[config.mk]
export PLATFORM = sky130hd
export DESIGN_NAME = ufc_fifo_control
export DESIGN_NICKNAME = d
export VERILOG_FILES = /design/src/hdl/ufc_pkg.sv /design/src/hdl/ufc_fifo_control.sv /design/src/hdl/ufc_thresh_sel.sv
export SDC_FILE = /design/constraint.sdc
export NUM_CORES = 1
export LEC_CHECK = 0
export BUFFER_PORTS_ARGS = -buffer_cell sky130_fd_sc_hd__buf_4
export CORE_MARGIN = 5
export CORE_UTILIZATION = 55
export CTS_CLUSTER_DIAMETER = 30
export CTS_CLUSTER_SIZE = 20
export DETAILED_ROUTE_END_ITERATION = 8
export PLACE_DENSITY = 0.9
export SYNTH_ARGS = -nofsm -noshare
export SYNTH_HDL_FRONTEND = slang
export SYNTH_SLANG_ARGS = --single-unit
export TNS_END_PERCENT = 10
[constraint.sdc]
create_clock -name pclk -period 8.11 [get_ports pclk]
set_input_delay 0.4055 -clock pclk [delete_from_list [all_inputs] [get_ports pclk]]
set_output_delay 0.4055 -clock pclk [all_outputs]
set_load 0.005 [all_outputs]
[src/hdl/ufc_pkg.sv]
// Package: register map, field layout and constants of the FIFO control block
package ufc_pkg;
  // Register byte offsets on APB
  localparam logic [7:0] UFC_OFF_FIFO_CONTROL = 8'h00;
  localparam logic [7:0] UFC_OFF_RX_IRQ_LEVEL = 8'h04;
  localparam logic [7:0] UFC_OFF_TX_IRQ_LEVEL = 8'h08;
  localparam logic [7:0] UFC_OFF_FLOW_HIGH    = 8'h0C;
  localparam logic [7:0] UFC_OFF_FLOW_LOW     = 8'h10;
  localparam logic [7:0] UFC_OFF_STATUS       = 8'h14;
  localparam logic [7:0] UFC_OFF_IRQ_STATUS   = 8'h18;
  localparam logic [7:0] UFC_OFF_IRQ_MASK     = 8'h1C;
  localparam logic [7:0] UFC_OFF_THRESH       = 8'h20;

  // fifo_control field positions
  localparam int UFC_BIT_ENABLE   = 0;
  localparam int UFC_BIT_RX_CLEAR = 1;
  localparam int UFC_BIT_TX_CLEAR = 2;
  localparam int UFC_BIT_RSVD     = 3;
  localparam int UFC_POS_TX_TRIG  = 4;
  localparam int UFC_POS_RX_TRIG  = 6;

  // Reset values
  localparam logic [7:0] UFC_RST_FIFO_CONTROL = 8'h00;
  localparam logic [7:0] UFC_RST_LEVEL        = 8'h00;
  localparam logic [3:0] UFC_RST_MASK         = 4'h0;

  // Trigger levels in 32-byte mode
  localparam logic [7:0] UFC_RX_LVL0 = 8'h08;
  localparam logic [7:0] UFC_RX_LVL1 = 8'h10;
  localparam logic [7:0] UFC_RX_LVL2 = 8'h18;
  localparam logic [7:0] UFC_RX_LVL3 = 8'h1C;
  localparam logic [7:0] UFC_TX_LVL0 = 8'h10;
  localparam logic [7:0] UFC_TX_LVL1 = 8'h08;
  localparam logic [7:0] UFC_TX_LVL2 = 8'h18;
  localparam logic [7:0] UFC_TX_LVL3 = 8'h1E;

  // Event bits in irq status/mask
  localparam int UFC_EV_RX_READY = 0;
  localparam int UFC_EV_TX_EMPTY = 1;
  localparam int UFC_EV_RX_CLEAR = 2;
  localparam int UFC_EV_TX_CLEAR = 3;

  // Levels of the four extended registers
  typedef struct packed {
    logic [7:0] rx_irq;
    logic [7:0] tx_irq;
    logic [7:0] flow_high;
    logic [7:0] flow_low;
  } ufc_levels_t;

  // Selected thresholds
  typedef struct packed {
    logic [7:0] rx;
    logic [7:0] tx;
    logic [7:0] flow_high;
    logic [7:0] flow_low;
  } ufc_thresh_t;

  // APB state
  typedef enum logic [1:0] {
    UFC_IDLE   = 2'b00,
    UFC_ACCESS = 2'b01
  } ufc_apb_state_t;
endpackage : ufc_pkg

[src/hdl/ufc_fifo_control.sv]
// FIFO control for one UART channel with APB register access
// Contract
// - Enable bit enables both FIFOs, reset disabled.
// - Receive clear empties FIFO, self-clears.
// - Transmit clear empties FIFO, self-clears.
// - Receive field selects 8/16/24/28 bytes.
// - Transmit field selects 16/8/24/30 bytes.
// - Receive-ready interrupt at receive threshold.
// - Transmit-empty interrupt below transmit threshold.
// - Thresholds also drive flow control.
// - Nonzero extended registers override two-bit fields.
// - Receive-ready withdrawn below receive threshold.
//
// Chosen here: the register addresses and register access over APB.
module ufc_fifo_control
  import ufc_pkg::*;
(
  input  wire logic        pclk,           // Clock, 125 MHz
  input  wire logic        presetn,        // Async reset, active low
  input  wire logic        clk_en,         // Clock enable, freezes all state
  input  wire logic        psel,           // APB select
  input  wire logic        penable,        // APB enable
  input  wire logic        pwrite,         // APB direction
  input  wire logic [7:0]  paddr,          // APB byte address
  input  wire logic [31:0] pwdata,         // APB write data
  input  wire logic [3:0]  pstrb,          // APB byte strobes
  output logic      [31:0] prdata,         // APB read data
  output logic             pready,         // APB ready
  output logic             pslverr,        // APB error, unmapped address
  input  wire logic [7:0]  rx_count,       // Receive FIFO fill count
  input  wire logic [7:0]  tx_count,       // Transmit FIFO fill count
  output logic             fifo_enable,    // Both FIFOs enabled
  output logic             rx_clear,       // Pulse: empty receive FIFO
  output logic             tx_clear,       // Pulse: empty transmit FIFO
  output logic             rx_ready_irq,   // Receive-ready condition
  output logic             tx_empty_irq,   // Transmit-empty condition
  output logic [7:0]       rx_flow_level,  // Selected receive-ready threshold
  output logic [7:0]       flow_high_level,// Flow high threshold
  output logic [7:0]       flow_low_level, // Flow low threshold
  output logic             irq             // Interrupt, active high level
);
  // Whole state of the module
  typedef struct packed {
    ufc_apb_state_t apb;
    logic [7:0]     ctrl;
    ufc_levels_t    levels;
    logic [3:0]     irq_stat;
    logic [3:0]     irq_mask;
    logic           rx_rdy_d;
    logic           tx_emp_d;
    logic [31:0]    prdata;
    logic           pready;
    logic           pslverr;
    logic           fifo_en;
    logic           rx_clr;
    logic           tx_clr;
    logic           rx_irq;
    logic           tx_irq;
    logic [7:0]     rx_flow;
    logic [7:0]     flow_hi;
    logic [7:0]     flow_lo;
    logic           irq;
  } ufc_state_t;

  ufc_state_t  st_reg;
  ufc_state_t  st_next;
  ufc_thresh_t thresh;

  // Threshold selection from the live register contents
  ufc_thresh_sel u_sel (
    .fifo_control (st_reg.ctrl),
    .levels       (st_reg.levels),
    .thresh       (thresh)
  );

  // Address decode used for both reads and writes
  function automatic logic addr_ok(input logic [7:0] a);
    case (a)
      UFC_OFF_FIFO_CONTROL, UFC_OFF_RX_IRQ_LEVEL, UFC_OFF_TX_IRQ_LEVEL,
      UFC_OFF_FLOW_HIGH, UFC_OFF_FLOW_LOW, UFC_OFF_STATUS,
      UFC_OFF_IRQ_STATUS, UFC_OFF_IRQ_MASK, UFC_OFF_THRESH: addr_ok = 1'b1;
      default: addr_ok = 1'b0;
    endcase
  endfunction

  logic       acc;
  logic       wr;
  logic       rd;
  logic       rx_rdy;
  logic       tx_emp;
  logic [3:0] events;
  logic [7:0] ctrl_rd;

  // Next-state logic
  always_comb
  begin
    st_next = st_reg;
    acc     = psel && penable && st_reg.pready;
    wr      = acc && pwrite && addr_ok(paddr) && pstrb[0];
    rd      = acc && !pwrite;
    // Clear bits never read back as one; they are pulses only
    ctrl_rd = st_reg.ctrl;
    ctrl_rd[UFC_BIT_RX_CLEAR] = 1'b0;
    ctrl_rd[UFC_BIT_TX_CLEAR] = 1'b0;

    // Conditions compare fill counts with the selected thresholds;
    // a clear forces the counts to read empty for that cycle
    rx_rdy = st_reg.ctrl[UFC_BIT_ENABLE] && !st_reg.rx_clr
             && (rx_count >= thresh.rx);
    tx_emp = st_reg.ctrl[UFC_BIT_ENABLE]
             && (st_reg.tx_clr || (tx_count < thresh.tx));

    // APB: no wait state, ready answers in the first access-phase cycle
    st_next.pready  = 1'b0;
    st_next.pslverr = 1'b0;
    case (st_reg.apb)
      UFC_IDLE:
      begin
        if (psel && !penable)
        begin
          st_next.apb     = UFC_ACCESS;
          st_next.pready  = 1'b1;
          st_next.pslverr = !addr_ok(paddr);
          st_next.prdata  = 32'h0000_0000;
          case (paddr)
            UFC_OFF_FIFO_CONTROL: st_next.prdata[7:0] = ctrl_rd;
            UFC_OFF_RX_IRQ_LEVEL: st_next.prdata[7:0] = st_reg.levels.rx_irq;
            UFC_OFF_TX_IRQ_LEVEL: st_next.prdata[7:0] = st_reg.levels.tx_irq;
            UFC_OFF_FLOW_HIGH:    st_next.prdata[7:0] = st_reg.levels.flow_high;
            UFC_OFF_FLOW_LOW:     st_next.prdata[7:0] = st_reg.levels.flow_low;
            UFC_OFF_STATUS:       st_next.prdata[3:0] = {tx_emp, rx_rdy,
                                    |st_reg.levels, st_reg.ctrl[UFC_BIT_ENABLE]};
            UFC_OFF_IRQ_STATUS:   st_next.prdata[3:0] = st_reg.irq_stat;
            UFC_OFF_IRQ_MASK:     st_next.prdata[3:0] = st_reg.irq_mask;
            UFC_OFF_THRESH:       st_next.prdata[15:0] = {thresh.tx, thresh.rx};
            default:              st_next.prdata = 32'h0000_0000;
          endcase
        end
      end
      UFC_ACCESS:
      begin
        st_next.apb = UFC_IDLE;
      end
      default:
      begin
        st_next.apb = UFC_IDLE;
      end
    endcase

    // Register writes take effect at the access edge
    st_next.rx_clr = 1'b0;
    st_next.tx_clr = 1'b0;
    if (wr)
    begin
      case (paddr)
        UFC_OFF_FIFO_CONTROL:
        begin
          // Reserved bit three is stored but steers nothing
          st_next.ctrl = pwdata[7:0];
          st_next.ctrl[UFC_BIT_RX_CLEAR] = 1'b0;
          st_next.ctrl[UFC_BIT_TX_CLEAR] = 1'b0;
          st_next.rx_clr = pwdata[UFC_BIT_RX_CLEAR];
          st_next.tx_clr = pwdata[UFC_BIT_TX_CLEAR];
        end
        UFC_OFF_RX_IRQ_LEVEL: st_next.levels.rx_irq    = pwdata[7:0];
        UFC_OFF_TX_IRQ_LEVEL: st_next.levels.tx_irq    = pwdata[7:0];
        UFC_OFF_FLOW_HIGH:    st_next.levels.flow_high = pwdata[7:0];
        UFC_OFF_FLOW_LOW:     st_next.levels.flow_low  = pwdata[7:0];
        UFC_OFF_IRQ_MASK:     st_next.irq_mask         = pwdata[3:0];
        default:              st_next.irq_mask         = st_reg.irq_mask;
      endcase
    end

    // Rising edges of the conditions and clear pulses are events
    events = 4'h0;
    events[UFC_EV_RX_READY] = rx_rdy && !st_reg.rx_rdy_d;
    events[UFC_EV_TX_EMPTY] = tx_emp && !st_reg.tx_emp_d;
    events[UFC_EV_RX_CLEAR] = st_reg.rx_clr;
    events[UFC_EV_TX_CLEAR] = st_reg.tx_clr;
    st_next.rx_rdy_d = rx_rdy;
    st_next.tx_emp_d = tx_emp;

    // Read of the status clears it, but a new event wins
    if (rd && paddr == UFC_OFF_IRQ_STATUS)
    begin
      st_next.irq_stat = 4'h0;
    end
    st_next.irq_stat = st_next.irq_stat | events;

    // Registered outputs
    st_next.fifo_en = st_next.ctrl[UFC_BIT_ENABLE];
    st_next.rx_irq  = rx_rdy;
    st_next.tx_irq  = tx_emp;
    st_next.rx_flow = thresh.rx;
    st_next.flow_hi = thresh.flow_high;
    st_next.flow_lo = thresh.flow_low;
    st_next.irq     = |(st_next.irq_stat & st_next.irq_mask);
  end

  // State register; clk_en low freezes everything
  always_ff @(posedge pclk or negedge presetn)
  begin
    if (!presetn)
    begin
      st_reg          <= '0;
      st_reg.apb      <= UFC_IDLE;
      st_reg.ctrl     <= UFC_RST_FIFO_CONTROL;
      st_reg.levels   <= {4{UFC_RST_LEVEL}};
      st_reg.irq_mask <= UFC_RST_MASK;
    end
    else if (clk_en)
    begin
      st_reg <= st_next;
    end
  end

  // Outputs straight from the state flip-flops
  assign prdata          = st_reg.prdata;
  assign pready          = st_reg.pready;
  assign pslverr         = st_reg.pslverr;
  assign fifo_enable     = st_reg.fifo_en;
  assign rx_clear        = st_reg.rx_clr;
  assign tx_clear        = st_reg.tx_clr;
  assign rx_ready_irq    = st_reg.rx_irq;
  assign tx_empty_irq    = st_reg.tx_irq;
  assign rx_flow_level   = st_reg.rx_flow;
  assign flow_high_level = st_reg.flow_hi;
  assign flow_low_level  = st_reg.flow_lo;
  assign irq             = st_reg.irq;
endmodule // ufc_fifo_control

[src/hdl/ufc_thresh_sel.sv]
// Threshold selector: two-bit fields or the extended level registers
module ufc_thresh_sel
  import ufc_pkg::*;
(
  input  wire logic [7:0]  fifo_control, // Control register value
  input  wire ufc_levels_t levels,       // Extended level registers
  output ufc_thresh_t      thresh        // Selected thresholds
);
  // Receive field decode
  function automatic logic [7:0] rx_decode(input logic [1:0] f);
    case (f)
      2'b00:   rx_decode = UFC_RX_LVL0;
      2'b01:   rx_decode = UFC_RX_LVL1;
      2'b10:   rx_decode = UFC_RX_LVL2;
      default: rx_decode = UFC_RX_LVL3;
    endcase
  endfunction

  // Transmit field decode; note the non-monotonic order
  function automatic logic [7:0] tx_decode(input logic [1:0] f);
    case (f)
      2'b00:   tx_decode = UFC_TX_LVL0;
      2'b01:   tx_decode = UFC_TX_LVL1;
      2'b10:   tx_decode = UFC_TX_LVL2;
      default: tx_decode = UFC_TX_LVL3;
    endcase
  endfunction

  logic ext_mode;
  logic [7:0] rx_fld;
  logic [7:0] tx_fld;

  // Any nonzero extended register overrides both fields
  always_comb
  begin
    ext_mode = |levels;
    rx_fld   = rx_decode(fifo_control[UFC_POS_RX_TRIG +: 2]);
    tx_fld   = tx_decode(fifo_control[UFC_POS_TX_TRIG +: 2]);
    if (ext_mode)
    begin
      thresh.rx        = levels.rx_irq;
      thresh.tx        = levels.tx_irq;
      thresh.flow_high = levels.flow_high;
      thresh.flow_low  = levels.flow_low;
    end
    else
    begin
      // Flow control compares against the same trigger levels
      thresh.rx        = rx_fld;
      thresh.tx        = tx_fld;
      thresh.flow_high = rx_fld;
      thresh.flow_low  = tx_fld;
    end
  end
endmodule // ufc_thresh_sel

After elaboration in Yosys (flattened, before gate mapping)

Index checks and enable logic that the tools add are counted.

Add/subtract/negate cells: 0
Multipliers: 0
Div/mod/pow operators: 0
Magnitude comparators: 2
Equality and inequality tests: 13
Shift-type cells: 0
Mux-type cells: 18
Bitwise operators: 2
Reduce and logical (&&, ||, !) cells: 34

Operators by type and width:

| kind                                                                   | number |
|---|---|
| 4-bit one-hot mux with 9 select lines                                  | 1 |
| 8-bit by 5-bit equality test with 1-bit output (second input constant) | 4 |
| 32-bit two-way mux                                                     | 1 |
| 32-bit OR reduction                                                    | 1 |
| 5-bit one-hot mux with 3 select lines                                  | 2 |
| 4-bit one-hot mux with 6 select lines                                  | 1 |
| 3-bit AND reduction                                                    | 6 |
| 8-bit by 4-bit equality test with 1-bit output (second input constant) | 2 |
| 1-bit logical AND                                                      | 13 |
| 2-bit two-way mux                                                      | 6 |
| 4-bit two-way mux                                                      | 3 |
| 9-bit OR reduction                                                     | 1 |
| 8-bit by 3-bit equality test with 1-bit output (second input constant) | 1 |
| 8-bit by 6-bit equality test with 1-bit output (second input constant) | 1 |
| 8-bit >= comparator                                                    | 1 |
| 8-bit zero test                                                        | 1 |
| 8-bit less-than comparator                                             | 1 |
| 8-bit two-way mux                                                      | 1 |
| 1-bit zero test                                                        | 6 |
| 2-bit zero test                                                        | 3 |
| 4-bit bitwise AND                                                      | 1 |
| 2-bit by 1-bit equality test with 1-bit output (second input constant) | 2 |
| 2-bit equality test (second input constant)                            | 2 |
| 4-bit OR                                                               | 1 |
| 5 further kinds                                                        | 7 |

Register bits after elaboration: 95
Bits in latches: 0
RAM bits: 0
Memory bits (read-only): 0
Bits of input ports: 66
Output and inout bits: 64
Word-level logic and storage cells: 89
Memories kept: 0

Longest topological paths before layout

Depth in word-level cells: 10
Gate-level depth with buffers: 11
Depth with buffers taken out: 10

Hierarchy

Synthesis repeated with hierarchy kept, for this count alone.

Cell total of the unflattened synthesis: 515
Area total of the unflattened synthesis: 5,544.1 um2

Modules (own cells, without submodules):

| module           | times used | cells each | area each (um2) | sequential area each (um2) |
|---|---|---|---|---|
| ufc_fifo_control | 1          | 451        | 5,111.2         | 2,352.3 |
| ufc_thresh_sel   | 1          | 64         | 432.9           | 0.0 |

Worst setup path before layout

OpenSTA, ideal clock, no wires.

Path kind: reg-to-reg
Start point: register st_reg[104] (netlist name)
End point: register st_reg (netlist bit irq)
Arrival: 2.586 ns
Path slack: 5.379 ns
Stages on the path, launching flop included: 12
Buffers on the path: 1
Clock period less this slack: 2.731 ns
Cell sequence: dfrtp_1 > nor4_1 > nand4_1 > nor2_1 > clkbuf_1 > a21oi_1 > ha_1 > a21o_1 > a2111oi_0 > o21ai_0 > a32oi_1 > o221ai_1

Word-level cells in the longest chain between the ends: 9
Elaborated cells on any way between the ends: 12
Those cells by class: 2 x order compare; 1 x mux; 2 x bitwise; 7 x reduce/logical

RTL lines:

| item                       | RTL line                | RTL |
|---|---|---|
| 32-bit OR reduction        | ufc_thresh_sel.sv:36    | `ext_mode = \|levels;` |
| 32-bit two-way mux *       | ufc_thresh_sel.sv:39    | `if (ext_mode)` |
| 8-bit less-than comparator | ufc_fifo_control.sv:111 | `&& (st_reg.tx_clr \|\| (tx_count < thresh.tx));` |
| 1-bit logical OR           | ufc_fifo_control.sv:111 |  |
| 1-bit logical AND          | ufc_fifo_control.sv:111 |  |
| 1-bit logical AND          | ufc_fifo_control.sv:177 | `events[UFC_EV_TX_EMPTY] = tx_emp && !st_reg.tx_emp_d;` |
| 4-bit OR *                 | ufc_fifo_control.sv:188 | `st_next.irq_stat = st_next.irq_stat \| events;` |
| 4-bit bitwise AND *        | ufc_fifo_control.sv:197 | `st_next.irq = \|(st_next.irq_stat & st_next.irq_mask);` |
| 4-bit OR reduction *       | ufc_fifo_control.sv:197 |  |
| end signal: assignment     | ufc_fifo_control.sv:213 | `st_reg <= st_next;` |
| end: declaration           | ufc_fifo_control.sv:65  | `ufc_state_t st_reg;` |

Every way passes the cells marked *; elsewhere a longest branch is shown, timed or not.
A chain may end at the register's enable or synchronous reset.

Final worst setup path

Start point: register st_reg[81] (netlist name)
End point: register st_reg (netlist bit irq)

Word-level cells in the longest chain between the ends: 9
Elaborated cells on any way between the ends: 12
Those cells by class: 2 x order compare; 1 x mux; 2 x bitwise; 7 x reduce/logical

RTL lines:

| item                       | RTL line |
|---|---|
| 32-bit OR reduction *      | ufc_thresh_sel.sv:36 |
| 32-bit two-way mux *       | ufc_thresh_sel.sv:39 |
| 8-bit less-than comparator | ufc_fifo_control.sv:111 |
| 1-bit logical OR           | ufc_fifo_control.sv:111 |
| 1-bit logical AND          | ufc_fifo_control.sv:111 |
| 1-bit logical AND          | ufc_fifo_control.sv:177 |
| 4-bit OR *                 | ufc_fifo_control.sv:188 |
| 4-bit bitwise AND *        | ufc_fifo_control.sv:197 |
| 4-bit OR reduction *       | ufc_fifo_control.sv:197 |

Marked as above.

==> summary.md <==
Status
• completed — status

Global routing
• 4011 — vias in the first global route
• 0 — number of antenna violations at the first check in global routing
• 22.1 mm — wire length of the first global-routing pass
• 95 — maximum number of pins on one net before global-route repair
• 0 — grt total ovfl
• 24.5% — total track usage

Floorplan
• 130 — io pins
• 0.00964 mm² — total core area
• 109 µm — overall die height
• 55.8% — Initial Util
• 0.0119 mm² — Die Outline Area
• 109 µm — width of the die
• 36 — Site Rows

Setup path
• register to register — critical setup path kind
• irq — capture instance of the worst register-to-register path
• 10 — Worst Reg-to-Reg Cells
• register — category of the worst setup path launch point
• st_reg[81] — Crit Reg-Reg Startpoint
• register — nature of the critical path endpoint
• st_reg[81] — worst setup path start
• 8330 ps — required time at the worst-slack endpoint
• 11 — worst-path fanout max
• nor4_1 > nand4_1 > nor2_1 > a21oi_1 > ha_1 > a21o_1 > a2111oi_0 > o21ai_0 > a32oi_1 > o221ai_1 — cells along the critical path
• 4210 ps — reg-to-reg slack, setup
• 4120 ps — Data arrival, critical path
• 630 ps — Largest stage delay, worst path
• sky130_fd_sc_hd__nor2_1 — slowest stage cell on the critical path

Clock network
• 90 ps — clock transition time at the flip-flop clock pins of the worst setup and hold paths
• 94 — CTS sink count
• 2 — maximum clock path buffer count
• sky130_fd_sc_hd__clkbuf_8 — clock tree root driver cell
• 0 — number of setup buffers added after CTS
• built — CTS tree
• 0 — count of cells resized by post-cts repair
• 370 ps — clock network latency to the later pin of the worst-skew pair
• 3 — Clock H-tree levels
• 0 — number of hold buffers added after CTS
• 9 — clock buffer count from CTS

Min path
• primary input to async pin — hold crit path type

Final layout
• 61.3% — Final Util
• 618 — number of nets in the final layout
• 32.7% — ratio of cells with drive above 1 in the final layout
• 675 — fin cells
• 41 — Largest register FFs
• 9.86% — Area Growth Syn to Fin
• 0 — antenna cell count
• 825 — layout filler cell count

Timing
• 1260 ps — Least-Margin Pin Slew
• 11.4 ps — final clock skew
• 0 — total setup violations reported at the end of the flow
• 3900 ps — crit path time final
• 0.256 GHz — maximum clock rate
• 48.1% — fin crit share
• false — unrepaired setup endpoints after global routing
• 0 — number of max-slew violations in the final report
• 0 — Final Hold Fails
• 15.1% — worst max-slew margin expressed relative to the limit
• 0 ps — accumulated negative setup slack

Place
• 0.923 — last weighted congestion value of the routability-driven placer
• 659 — total placed cells including tap cells
• 86 — count of buffers from port buffering
• 10.4 mm — post-detailed-placement half-perimeter wirelength

Yosys
• sky130_fd_sc_hd__dfrtp_1 — top flip-flop cell by instance count after synthesis
• 10.7 µm² — post-synthesis average cell area
• 94 — register bit total from synthesis
• 100% — Async SR Flop Fraction
• 0 — EDFF count, synth
• 62 — Distinct cells, synth
• 0 — count of warnings emitted by yosys
• 0.00538 mm² — area of the mapped netlist
• 43.7% — sequential-to-total area share from yosys stat
• 504 — synthesized netlist cell count

Routing
• 304 — Initial DRC Count
• 20.7 µm — average detailed-routed wire length per instance
• 5.97 — via-per-instance ratio
• 4033 — total number of vias
• 0 — Remaining DRCs
• 13.9 mm — total wire length
• 0 — antenna-violating nets left
• 5 — number of iterations in the first detailed-routing pass

Pwr
• 149 mW/mm² — power per standard cell area
• 0.156 mV — worst ir drop on vdd
• 2.80 nW — Static Leakage

Run
• 0 — max-cap violation count

==> worst max-delay path, delay by kind of cell (launching register included) <==
family	cells	cell delay (ps)
AOI/OAI and AO/OA	6	1650
adders and majority gates	1	360
DFF	1	460
and+or+nand+nor	3	1270
==> placed cells by master, fill, tap and decap left out, types with 4 or more instances in the layout <==
cell type and n:
sky130_fd_sc_hd__nor3_4 4, sky130_fd_sc_hd__o31ai_1 11, sky130_fd_sc_hd__buf_4 87, sky130_fd_sc_hd__nand4_1 5, sky130_fd_sc_hd__a22oi_1 9, sky130_fd_sc_hd__o2bb2ai_1 4
sky130_fd_sc_hd__mux2_4 8, sky130_fd_sc_hd__nor4_1 11, sky130_fd_sc_hd__ha_1 15, sky130_fd_sc_hd__clkbuf_8 9, sky130_fd_sc_hd__a21oi_1 18, sky130_fd_sc_hd__nand2_1 27
sky130_fd_sc_hd__a21o_1 4, sky130_fd_sc_hd__conb_1 16, sky130_fd_sc_hd__mux2i_1 5, sky130_fd_sc_hd__a211oi_1 4, sky130_fd_sc_hd__o21ai_0 20, sky130_fd_sc_hd__mux2_2 52
sky130_fd_sc_hd__nor3_1 6, sky130_fd_sc_hd__nand2b_1 6, sky130_fd_sc_hd__a221oi_1 4, sky130_fd_sc_hd__nor2_1 29, sky130_fd_sc_hd__inv_1 20, sky130_fd_sc_hd__dfrtp_1 94
sky130_fd_sc_hd__a31oi_1 4, sky130_fd_sc_hd__nand3_1 8
==> worst max path at each step <==
stage               endpoint  slack [ps]  cells after the start
floorplan                irq        5380                     11
global placement         irq        4370                     10
detailed placement       irq        4320                     10
CTS                      irq        4280                     10
global route             irq        4060                     10
finish                   irq        4210                     10
==> kinds of logic after synthesis <==
family	count (synthesis)	synth area share [%]
adder cells (fa/ha/maj)	16	3.67
buffers and inverters	100	11.5
AND/OR/NAND/NOR	124	13.5
XOR/XNOR	1	0.163
AO/OA/AOI/OAI	103	13.4
other	1	0.0697
multiplexers	65	14.0
flip-flops	94	43.7
==> through the flow <==
stage	instance area [µm²]	worst slack [ps]	total power, mW	hold WS (ps)
after floorplan	5440	5380	0.538	110
after global placement	5720	4370	0.569	455
after detailed placement	5720	4320	0.572	475
after CTS	5910	4280	0.886	290
after global routing	5910	4060	0.918	293
final	5910	4210	0.880	270
==> report_power, final <==
part / switching [mW] / internal (mW)
clock: 0.173 / 0.145
combinational: 0.0479 / 0.0345
sequential: 0.00488 / 0.475
total: 0.225 / 0.655
==> layout make-up <==
type	count	area, µm²	share of cell area, %
Tap cell	133	166	2.81
Inverter	20	75.1	1.27
Timing Repair Buffer	87	653	11.0
Multi-Input combinational cell	325	2470	41.8
Sequential cell	94	2350	39.8
Clock inverter	6	68.8	1.16
Clock buffer	10	128	2.16
==> synthesized netlist by cell type (5+ instances only) <==
library cell | count | area, µm²
sky130_fd_sc_hd__mux2_2 | 52 | 586
sky130_fd_sc_hd__dfrtp_1 | 94 | 2350
sky130_fd_sc_hd__o21ai_0 | 20 | 100
sky130_fd_sc_hd__nor4_1 | 11 | 68.8
sky130_fd_sc_hd__nand4_1 | 5 | 31.3
sky130_fd_sc_hd__o31ai_1 | 11 | 82.6
sky130_fd_sc_hd__inv_1 | 20 | 75.1
sky130_fd_sc_hd__nor2_1 | 29 | 109
sky130_fd_sc_hd__clkbuf_1 | 16 | 60.1
sky130_fd_sc_hd__nand2b_1 | 6 | 37.5
sky130_fd_sc_hd__mux2_4 | 8 | 120
sky130_fd_sc_hd__mux2i_1 | 5 | 50.1
sky130_fd_sc_hd__nand3_1 | 8 | 40.0
sky130_fd_sc_hd__ha_1 | 15 | 188
sky130_fd_sc_hd__nand2_1 | 27 | 101
sky130_fd_sc_hd__a21oi_1 | 18 | 90.1
sky130_fd_sc_hd__a22oi_1 | 9 | 67.6
sky130_fd_sc_hd__nor3_1 | 6 | 30.0
sky130_fd_sc_hd__buf_4 | 56 | 420
==> metal layers <==
metal	wire length, µm	GRT usage [%]
met1	6010	34.3
met3	1020	4.26
met5	0	0
met4	282	9.20
met2	6640	38.4
Note: power is estimated with default switching activity, not from simulation.
